--- src/perf_event_pkg.sv ---
// constants and carrier types for the cache and tlb event counter
// assumes a 32-bit apb register bus and one event source group per core
package perf_event_pkg;

   ////////////////////////////////////////////////////////////////////////
   // register map, byte addresses
   localparam logic [7:0] OFF_CTRL   = 8'h00;
   localparam logic [7:0] OFF_STATUS = 8'h04;
   localparam logic [7:0] OFF_CNT_LO = 8'h08;
   localparam logic [7:0] OFF_CNT_HI = 8'h0C;

   // control field positions
   localparam int CTRL_EVT_LSB   = 0;
   localparam int CTRL_UMASK_LSB = 8;
   localparam int CTRL_EN_BIT    = 16;

   // status field positions
   localparam int STAT_VALID_BIT  = 0;
   localparam int STAT_HALTED_BIT = 1;
   localparam int STAT_OVF_BIT    = 2;

   // reset values
   localparam logic [7:0]  EVT_RST   = 8'h00;
   localparam logic [7:0]  UMASK_RST = 8'h00;
   localparam logic [31:0] DATA_ZERO = 32'h0000_0000;

   ////////////////////////////////////////////////////////////////////////
   // event numbers
   localparam logic [7:0] EV_L2_DATA  = 8'h26;
   localparam logic [7:0] EV_L2_WRITE = 8'h27;
   localparam logic [7:0] EV_L1_WB    = 8'h28;
   localparam logic [7:0] EV_LLC      = 8'h2E;
   localparam logic [7:0] EV_UNHALTED = 8'h3C;
   localparam logic [7:0] EV_TLB_MISS = 8'h49;

   // unit masks
   localparam logic [7:0] UM_00 = 8'h00;
   localparam logic [7:0] UM_01 = 8'h01;
   localparam logic [7:0] UM_02 = 8'h02;
   localparam logic [7:0] UM_04 = 8'h04;
   localparam logic [7:0] UM_08 = 8'h08;
   localparam logic [7:0] UM_0E = 8'h0E;
   localparam logic [7:0] UM_0F = 8'h0F;
   localparam logic [7:0] UM_10 = 8'h10;
   localparam logic [7:0] UM_20 = 8'h20;
   localparam logic [7:0] UM_40 = 8'h40;
   localparam logic [7:0] UM_80 = 8'h80;
   localparam logic [7:0] UM_E0 = 8'hE0;
   localparam logic [7:0] UM_F0 = 8'hF0;
   localparam logic [7:0] UM_FF = 8'hFF;

   // line state bit order within a 4-bit state vector
   localparam int ST_I = 0;
   localparam int ST_S = 1;
   localparam int ST_E = 2;
   localparam int ST_M = 3;

   ////////////////////////////////////////////////////////////////////////
   // events raised by the cache hierarchy and page walker, one cycle each except thread_halted and walk_active, which are levels
   typedef struct packed {
      logic [3:0] demand_load_state;   // l2 demand data load, one-hot state
      logic [3:0] prefetch_load_state; // l2 prefetch data load, one-hot state
      logic       prefetch_is_rfo;     // prefetch above is for ownership
      logic [3:0] store_rfo_state;     // l2 store ownership request
      logic       store_rfo_prefetch;  // that request came from a prefetcher
      logic [3:0] lock_rfo_state;      // l2 demand locked ownership request
      logic [3:0] writeback_state;     // l1 writeback into l2
      logic       llc_reference;
      logic       llc_miss;
      logic       thread_halted;       // level
      logic       tsc_tick;            // time_stamp_counter rate pulse
      logic       walk_start;          // second_level_tlb miss starts a walk
      logic       walk_done;
      logic       walk_active;         // level, high in every walk cycle
      logic       second_level_tlb_hit;            // first level miss, second_level_tlb hit
      logic       pde_miss;            // low address part miss
   } event_in_t;

endpackage : perf_event_pkg

--- src/cache_tlb_event_select_decode.sv ---
// event selection and counting for the cache and tlb event group
// assumes apb master on pclk; event inputs synchronous to pclk, one-hot states
//
// Overview of operation
// - 26H masks 20/40/80 count prefetch S/E/M
// - prefetch ownership on shared line is miss
// - 26H F0H counts every prefetch request
// - 26H FFH counts demand and prefetch requests
// - 27H masks 01/02/08 count store ownership I/S/M
// - 27H 0EH counts store ownership hits
// - 27H 0FH counts all store ownership
// - store ownership events count demand requests only
// - 27H masks 10/20/40/80 count locked ownership
// - 27H E0H counts locked ownership hits
// - 27H F0H counts all locked ownership
// - 28H masks 01/02/04/08 count writebacks by state
// - 28H 0FH counts every writeback
// - 2EH 02H references, 01H misses
// - 3CH 00H counts unhalted core cycles
// - 3CH 01H counts tsc rate while unhalted
// - 49H 01H counts misses starting walk
// - 49H 02H counts completed walks
// - 49H 04H counts page walk cycles
// - 49H 10H counts second level tlb hits
// - 49H 20H counts low address misses
module cache_tlb_event_select_decode #(
   parameter int CNT_W = 48
) (
   input  wire logic                        pclk,
   input  wire logic                        presetn,
   input  wire logic                        psel,
   input  wire logic                        penable,
   input  wire logic                        pwrite,
   input  wire logic [7:0]                  paddr,
   input  wire logic [31:0]                 pwdata,
   input  wire logic [3:0]                  pstrb,
   output logic                             pready,
   output logic [31:0]                      prdata,
   output logic                             pslverr,
   input  wire perf_event_pkg::event_in_t   events,
   output logic                             count_pulse,
   output logic [CNT_W-1:0]                 count_value
);

   ////////////////////////////////////////////////////////////////////////
   // registers
   logic [7:0]       evt_r;
   logic [7:0]       umask_r;
   logic             en_r;
   logic [CNT_W-1:0] cnt_r;
   logic             ovf_r;
   logic             pready_r;
   logic [31:0]      prdata_r;
   logic             pslverr_r;
   logic             pulse_r;

   ////////////////////////////////////////////////////////////////////////
   // apb decode
   wire setup_phase = psel & ~penable;
   wire access_done = psel & penable & pready_r;
   wire hit_ctrl    = (paddr == perf_event_pkg::OFF_CTRL);
   wire hit_status  = (paddr == perf_event_pkg::OFF_STATUS);
   wire hit_lo      = (paddr == perf_event_pkg::OFF_CNT_LO);
   wire hit_hi      = (paddr == perf_event_pkg::OFF_CNT_HI);
   wire mapped      = hit_ctrl | hit_status | hit_lo | hit_hi;
   wire wr_ctrl     = access_done & pwrite & hit_ctrl;
   wire wr_lo       = access_done & pwrite & hit_lo;
   wire wr_hi       = access_done & pwrite & hit_hi;
   wire wr_status   = access_done & pwrite & hit_status;

   // counter split across two words
   logic [63:0] cnt_wide;
   assign cnt_wide = 64'(cnt_r);

   logic [31:0] ctrl_word;
   logic [31:0] status_word;
   logic [31:0] rd_mux;

   assign ctrl_word = perf_event_pkg::DATA_ZERO
                    | (32'(evt_r)   << perf_event_pkg::CTRL_EVT_LSB)
                    | (32'(umask_r) << perf_event_pkg::CTRL_UMASK_LSB)
                    | (32'(en_r)    << perf_event_pkg::CTRL_EN_BIT);

   wire combo_ok;
   assign status_word = perf_event_pkg::DATA_ZERO
                    | (32'(combo_ok)              << perf_event_pkg::STAT_VALID_BIT)
                    | (32'(events.thread_halted)  << perf_event_pkg::STAT_HALTED_BIT)
                    | (32'(ovf_r)                 << perf_event_pkg::STAT_OVF_BIT);

   assign rd_mux = hit_ctrl   ? ctrl_word    :
                   hit_status ? status_word  :
                   hit_lo     ? cnt_wide[31:0] :
                   hit_hi     ? cnt_wide[63:32] :
                                perf_event_pkg::DATA_ZERO;

   // byte-lane merge for control and counter writes
   logic [31:0] ctrl_merged;
   logic [31:0] lo_merged;
   logic [31:0] hi_merged;
   genvar gb;
   generate
      for (gb = 0; gb < 4; gb++) begin : g_lane
         assign ctrl_merged[gb*8 +: 8] = pstrb[gb] ? pwdata[gb*8 +: 8] : ctrl_word[gb*8 +: 8];
         assign lo_merged[gb*8 +: 8]   = pstrb[gb] ? pwdata[gb*8 +: 8] : cnt_wide[gb*8 +: 8];
         assign hi_merged[gb*8 +: 8]   = pstrb[gb] ? pwdata[gb*8 +: 8] : cnt_wide[32+gb*8 +: 8];
      end
   endgenerate

   ////////////////////////////////////////////////////////////////////////
   // listed event and mask pairs
   wire is_26 = (evt_r == perf_event_pkg::EV_L2_DATA);
   wire is_27 = (evt_r == perf_event_pkg::EV_L2_WRITE);
   wire is_28 = (evt_r == perf_event_pkg::EV_L1_WB);
   wire is_2e = (evt_r == perf_event_pkg::EV_LLC);
   wire is_3c = (evt_r == perf_event_pkg::EV_UNHALTED);
   wire is_49 = (evt_r == perf_event_pkg::EV_TLB_MISS);

   wire um_single = (umask_r == perf_event_pkg::UM_01) | (umask_r == perf_event_pkg::UM_02)
                  | (umask_r == perf_event_pkg::UM_04) | (umask_r == perf_event_pkg::UM_08);
   wire um_high   = (umask_r == perf_event_pkg::UM_10) | (umask_r == perf_event_pkg::UM_20)
                  | (umask_r == perf_event_pkg::UM_40) | (umask_r == perf_event_pkg::UM_80);

   wire ok_26 = is_26 & (um_single | um_high
              | (umask_r == perf_event_pkg::UM_0F)
              | (umask_r == perf_event_pkg::UM_F0)
              | (umask_r == perf_event_pkg::UM_FF));
   wire ok_27 = is_27 & (((umask_r == perf_event_pkg::UM_01)
              | (umask_r == perf_event_pkg::UM_02) | (umask_r == perf_event_pkg::UM_08))
              | (umask_r == perf_event_pkg::UM_0E)
              | (umask_r == perf_event_pkg::UM_0F)
              | um_high
              | (umask_r == perf_event_pkg::UM_E0)
              | (umask_r == perf_event_pkg::UM_F0));
   wire ok_28 = is_28 & (um_single | (umask_r == perf_event_pkg::UM_0F));
   wire ok_2e = is_2e & ((umask_r == perf_event_pkg::UM_01)
              | (umask_r == perf_event_pkg::UM_02));
   wire ok_3c = is_3c & ((umask_r == perf_event_pkg::UM_00)
              | (umask_r == perf_event_pkg::UM_01));
   wire ok_49 = is_49 & ((umask_r == perf_event_pkg::UM_01)
              | (umask_r == perf_event_pkg::UM_02) | (umask_r == perf_event_pkg::UM_04)
              | (umask_r == perf_event_pkg::UM_10) | (umask_r == perf_event_pkg::UM_20));

   assign combo_ok = ok_26 | ok_27 | ok_28 | ok_2e | ok_3c | ok_49;

   ////////////////////////////////////////////////////////////////////////
   // per-event qualification
   // a prefetch for ownership that finds a shared line is reclassified as invalid
   wire       pf_s_rfo = events.prefetch_load_state[perf_event_pkg::ST_S]
                       & events.prefetch_is_rfo;
   logic [3:0] pf_state;
   assign pf_state = pf_s_rfo ? (4'b0001 << perf_event_pkg::ST_I)
                              : events.prefetch_load_state;

   // store ownership only counts demand requests
   logic [3:0] rfo_state;
   assign rfo_state = events.store_rfo_prefetch ? 4'b0000 : events.store_rfo_state;

   // union of per-state conditions picked by the mask
   wire hit_26 = |({pf_state, events.demand_load_state} & umask_r);
   wire hit_27 = |({events.lock_rfo_state, rfo_state} & umask_r);
   wire hit_28 = |(events.writeback_state & umask_r[3:0]);

   wire hit_2e = umask_r[1] ? events.llc_reference : events.llc_miss;

   wire unhalted = ~events.thread_halted;
   wire hit_3c = umask_r[0] ? (events.tsc_tick & unhalted)
                            : unhalted;

   logic hit_49;
   assign hit_49 = (umask_r == perf_event_pkg::UM_01) ? events.walk_start :
                   (umask_r == perf_event_pkg::UM_02) ? events.walk_done :
                   (umask_r == perf_event_pkg::UM_04) ? events.walk_active :
                   (umask_r == perf_event_pkg::UM_10) ? events.second_level_tlb_hit :
                   (umask_r == perf_event_pkg::UM_20) ? events.pde_miss :
                                                        1'b0;

   wire incr = en_r & ((ok_26 & hit_26) | (ok_27 & hit_27) | (ok_28 & hit_28)
                     | (ok_2e & hit_2e) | (ok_3c & hit_3c) | (ok_49 & hit_49));

   // counter next value; software write beats a same-cycle increment
   logic [CNT_W-1:0] cnt_nxt;
   logic [63:0]      cnt_load;
   assign cnt_load = wr_lo ? {cnt_wide[63:32], lo_merged}
                   : {hi_merged, cnt_wide[31:0]};
   wire cnt_wrap = incr & (&cnt_r);
   assign cnt_nxt = (wr_lo | wr_hi) ? cnt_load[CNT_W-1:0]
                  : incr            ? cnt_r + CNT_W'(1)
                  :                   cnt_r;

   ////////////////////////////////////////////////////////////////////////
   // state
   always_ff @(posedge pclk or negedge presetn) begin
      if (!presetn) begin
         evt_r   <= perf_event_pkg::EVT_RST;
         umask_r <= perf_event_pkg::UMASK_RST;
         en_r    <= 1'b0;
      end else if (wr_ctrl) begin
         evt_r   <= ctrl_merged[perf_event_pkg::CTRL_EVT_LSB +: 8];
         umask_r <= ctrl_merged[perf_event_pkg::CTRL_UMASK_LSB +: 8];
         en_r    <= ctrl_merged[perf_event_pkg::CTRL_EN_BIT];
      end
   end

   always_ff @(posedge pclk or negedge presetn) begin
      if (!presetn) begin
         cnt_r   <= '0;
         pulse_r <= 1'b0;
      end else begin
         cnt_r   <= cnt_nxt;
         pulse_r <= incr;
      end
   end

   // overflow flag: wrap sets, write-one clears, set wins
   always_ff @(posedge pclk or negedge presetn) begin
      if (!presetn) begin
         ovf_r <= 1'b0;
      end else if (cnt_wrap) begin
         ovf_r <= 1'b1;
      end else if (wr_status & pstrb[0] & pwdata[perf_event_pkg::STAT_OVF_BIT]) begin
         ovf_r <= 1'b0;
      end
   end

   // apb answer: ready in the first access cycle
   always_ff @(posedge pclk or negedge presetn) begin
      if (!presetn) begin
         pready_r  <= 1'b0;
         prdata_r  <= perf_event_pkg::DATA_ZERO;
         pslverr_r <= 1'b0;
      end else begin
         pready_r  <= setup_phase;
         pslverr_r <= setup_phase & ~mapped;
         prdata_r  <= (setup_phase & ~pwrite) ? rd_mux : perf_event_pkg::DATA_ZERO;
      end
   end

   assign pready      = pready_r;
   assign prdata      = prdata_r;
   assign pslverr     = pslverr_r;
   assign count_pulse = pulse_r;
   assign count_value = cnt_r;

endmodule // cache_tlb_event_select_decode

--- config.mk ---
export PLATFORM = sky130hd
export DESIGN_NAME = cache_tlb_event_select_decode
export DESIGN_NICKNAME = d
export VERILOG_FILES = /design/src/perf_event_pkg.sv /design/src/cache_tlb_event_select_decode.sv
export SDC_FILE = /design/constraint.sdc
export NUM_CORES = 1
export LEC_CHECK = 0
export BUFFER_PORTS_ARGS = -buffer_cell sky130_fd_sc_hd__clkbuf_2
export CAP_MARGIN = 20
export CORE_MARGIN = 2
export CORE_UTILIZATION = 49
export CTS_CLUSTER_DIAMETER = 50
export CTS_CLUSTER_SIZE = 30
export DETAILED_ROUTE_END_ITERATION = 7
export PLACE_DENSITY = 0.83
export SLEW_MARGIN = 20
export SYNTH_ARGS = -nofsm -noshare
export SYNTH_HDL_FRONTEND = slang
export SYNTH_SLANG_ARGS = --single-unit
--- constraint.sdc ---
create_clock -name pclk -period 2.8 [get_ports pclk]
set_input_delay 0.14 -clock pclk [delete_from_list [all_inputs] [get_ports pclk]]
set_output_delay 0.14 -clock pclk [all_outputs]
set_load 0.01 [all_outputs]
==> run summary <==
At the later pin of the worst-skew pair, clock insertion delay measures 0.36 ns. The met3 demand-to-capacity share in global routing is 6.03%. The fraction of the cycle the final worst path needs is 98.5%. 0 antenna diodes ended up in the layout. The maximum cell stage delay along the critical path came out at 0.53 ns. The initial antenna violation count came out at 0. The die footprint came out at 0.0142 mm2. The utilization after layout came out at 63.3%. The clock transition at the registers of the reported paths is 0.08 ns. The detail-routed via count per cell is 6.56. For this run, design rule violations remaining after detail routing come to 0. Across the routed clock network, the largest skew measured is 0.0135 ns. The portion of synthesized area spent on multiplexers is 6.22%. The weighted congestion reported at the end of routability-driven placement is 0.999. The final critical path time including I/O delays and setup came out at 2.76 ns.

The first routing iteration left 985 violations. The total of max-cap violations came out at 0. The run finished with clean final reports.

The worst-case headroom to the max-slew limit is 59.4%. STA classifies the critical path endpoint as a flop. The filler cells instantiated in the layout total 1114. In this run, synthesis inferred 0 flip-flops with an integrated enable. The root buffer selected by CTS is sky130_fd_sc_hd__clkbuf_16. 163 I/O pins were placed. The number of synthesized register bits came out at 101. The worst hold-check path type is input pin to flop.

Summing the areas of all compound-gate instances in the mapped netlist gives 23.6% of the synthesized area. The most used flip-flop cell after synthesis is sky130_fd_sc_hd__dfrtp_1. The TritonCTS sink count is 101.

The final number of setup-violating endpoints is 0. The total global routing overflow came out at 0. The number of max-slew violations in the final report came out at 0. The number of nets in the layout came out at 1033. The top achievable clock speed is 362 MHz.

TritonCTS built the clock tree. The deepest level of the CTS H-tree is 3. The busiest metal layer after global routing is met2.

The least setup slack across all paths after layout came out at 0.0408 ns. The first detailed-routing pass ran for 8 iterations. The sum of negative setup slack came out at 0 ns. The synthesized netlist occupies a cell area of 0.00648 mm2. The maximum root-to-sink buffer count is 2.

The total of buffers placed on input and output ports came out at 162. After detailed routing, the total wire length is 23300 um. The synthesized netlist contains 74 unique library cells. The routed via count is 7433. The met2 routing resource usage after global routing came out at 49.2%.

The largest family of logic cells by synthesized area is simple AND/OR/NAND/NOR gates. The total core area came out at 0.0131 mm2. The adder and majority gate portion of the synthesized area came out at 0.193%.

The synthesis-to-layout area growth came out at 27.9%. The synthesized area per cell is 8.54 um2. The required time of the critical path came out at 3.04 ns. The first-pass GRT wire length is 36100 um. The global-route usage over all layers is 32.1%. The library cells used most frequently in the layout, excluding fill and tap cells, are 161 x sky130_fd_sc_hd__clkbuf_2, 97 x sky130_fd_sc_hd__dfrtp_1, 71 x sky130_fd_sc_hd__buf_4, 68 x sky130_fd_sc_hd__nand2_1, 51 x sky130_fd_sc_hd__a21oi_1.

The post-synthesis share of cell area spent on and, or, nand and nor gates came out at 26.0%. The vertical die dimension is 119 um. The biggest fanout along the worst timing path is 8. Synthesis produced 759 cells. The net count after synthesis came out at 840. The launching element type of the critical path is a flop. Setup repair after global routing could not meet its margin everywhere.

Of all flip-flops after synthesis, the portion carrying an async set or reset was 100%. The number of placement rows came out at 42. IR analysis of the VDD net gives a maximum drop of 0.000261 V. The arrival time reported for the critical path endpoint came out at 3.00 ns.

The library cell used most frequently in the layout, excluding fill and tap cells, is sky130_fd_sc_hd__clkbuf_2. The die width is 119 um. The synthesized netlist devotes 0.676% of its cell area to XOR and XNOR gates. In the global route stage, met1 resource usage came out at 44.9%.

The measured slew at the worst slew-check pin is 0.609 ns. The type of the setup path with the least slack is flop to flop. Registers take 0.00253 mm2. The number of failing hold endpoints at the final stage is 0. Once the floorplan was initialized, standard cells occupied 49.5% of the core. The largest net degree at the start of global routing came out at 42.

The layout cell share with drive strength beyond 1 came out at 32.4%. The multi-input combinational cell area is 0.00382 mm2. The number of global-route vias before repair was 6802. The pre-CTS worst setup slack is -0.0968 ns.

The buffering stage count on the worst path with inverters included is 2. Traced cell by cell, the critical path runs through buf_6 -> or2_2 -> or4_4 -> o31ai_4 -> and3_4 -> o31ai_2 -> buf_4 -> a221o_1 -> a22o_1. The standard cell with the maximum stage delay on the critical path is sky130_fd_sc_hd__or4_4. The portion of the post-synthesis area used by sequential elements is 39.0%. The average detailed-routed wire length per instance came out at 20.6 um. The number of warnings printed during yosys synthesis is 0. The half-perimeter wire length after placement is 16900 um. The number of buffers created by CTS came out at 9. The top cell family by delay on the critical path is simple AND/OR/NAND/NOR gates. For this design the ratio of total power to cell area is 340 mW/mm2. The analysis attributes to cell leakage a power of 3.82 nW. Once detail routing completed, the nets flagged for antenna violations numbered 0.
-- per-layer routing --
layer | vias up | share of wire, %
li1 | 3272 | -
met1 | 3543 | 39
met2 | 531 | 46
met3 | 85 | 12
met4 | 2 | 3.6
met5 | - | 0.090
-- through the flow --
stage                     power (mW)  instance area [um2]  hold WS (ns)  instances
after global placement          1.66                 7840         0.135       1113
after global routing            2.88                 8290        0.0724       1133
after floorplan                 1.53                 6480        -0.156        759
after detailed placement        1.66                 7840         0.134       1113
final                           2.81                 8290        0.0589       1133
after CTS                       2.80                 8140        0.0568       1132
-- logic make-up after synthesis --
| kind of cell | after synthesis |
|---|---|
| AND/OR/NAND/NOR | 320 |
| flip-flops | 101 |
| buffers and inverters | 68 |
| AO/OA/AOI/OAI | 226 |
| multiplexers | 38 |
| XOR/XNOR | 5 |
| adder cells (fa/ha/maj) | 1 |
-- registers in the layout, indices dropped and copies added, names as in the netlist --
name         cells
count_value     48
pready           1
umask_r          8
prdata          32
en_r             1
evt_r            8
count_pulse      1
pslverr          1
ovf_r            1
-- synth_stat cells (all sizes together) (3+ instances only) --
master	n	area (um2)
inv	13	48.8
nor4	16	106
nand4	18	113
o2bb2ai	6	52.6
and3	27	174
o311a	3	30.0
nand3	39	195
a32oi	6	52.6
or3	4	25.0
a211oi	7	52.6
xnor2	3	26.3
a21oi	51	255
nor4b	3	26.3
nor2b	4	25.0
o31ai	11	101
o41ai	8	70.1
dfrtp	101	2530
o211a	4	40.0
a31oi	13	81.3
and2	16	100
buf	9	53.8
o21ai	48	240
a22oi	10	75.1
clkbuf	45	169
o31a	4	35.0
o211ai	13	97.6
mux2	18	203
or4	5	41.3
mux2i	20	200
a221oi	5	43.8
o22ai	11	68.8
and3b	3	26.3
a211o	3	26.3
or2	5	31.3
or3b	3	26.3
nand2	68	255
nor3b	5	37.5
nand3b	5	37.5
nor3	38	190
nand2b	4	25.0
nor2	50	188
and4	5	43.8
-- final timing paths --
kind / startpoint / end / slack (ns) / depth (start not counted)
setup / recovery: umask_r[3] / count_value[29] / 0.04 / 9
hold / removal: pwdata[9] / count_value[9] / 0.06 / 3
max in group asynchronous: presetn / umask_r[1] / 1.64 / 3
hold reg to reg: count_value[23] / prdata[23] / 0.58 / 1
min in group asynchronous: presetn / prdata[31] / 0.29 / 2
setup reg to reg: umask_r[3] / count_value[29] / 0.04 / 9
-- power breakdown --
group          internal [mW]  switching [mW]  total, mW
logic                 0.0655           0.108      0.173
registers               1.46         0.00630       1.47
clock network          0.602           0.571       1.17
-- worst register-to-register path, delay by kind of cell (launching register included) --
| kind | cells | cell delay, ns |
|---|---|---|
| AO/OA/AOI/OAI | 4 | 0.70 |
| buffers and inverters | 2 | 0.33 |
| flip-flops | 1 | 0.48 |
| AND/OR/NAND/NOR | 3 | 1.12 |
-- what timing repair did --
item | 4_1_cts | 5_1_grt
hold endpoints to repair | 35 | 0
cloned | 0 | 0
hold buffers | 1 | 0
resized for setup | 1 | 34
endpoints found under the setup margin | 15 | 42
pin swaps | 2 | 8
buffers inserted | 2 | 1
-- final cells by class --
cell class | count | area share [%]
clock buffer | 10 | 2.76
clock inverter | 6 | 0.483
inverter | 14 | 0.634
multi-input combinational | 590 | 46.1
sequential | 101 | 30.6
tap | 176 | 2.66
timing repair buffer | 236 | 16.8
Note: power is estimated with default switching activity, not from simulation.
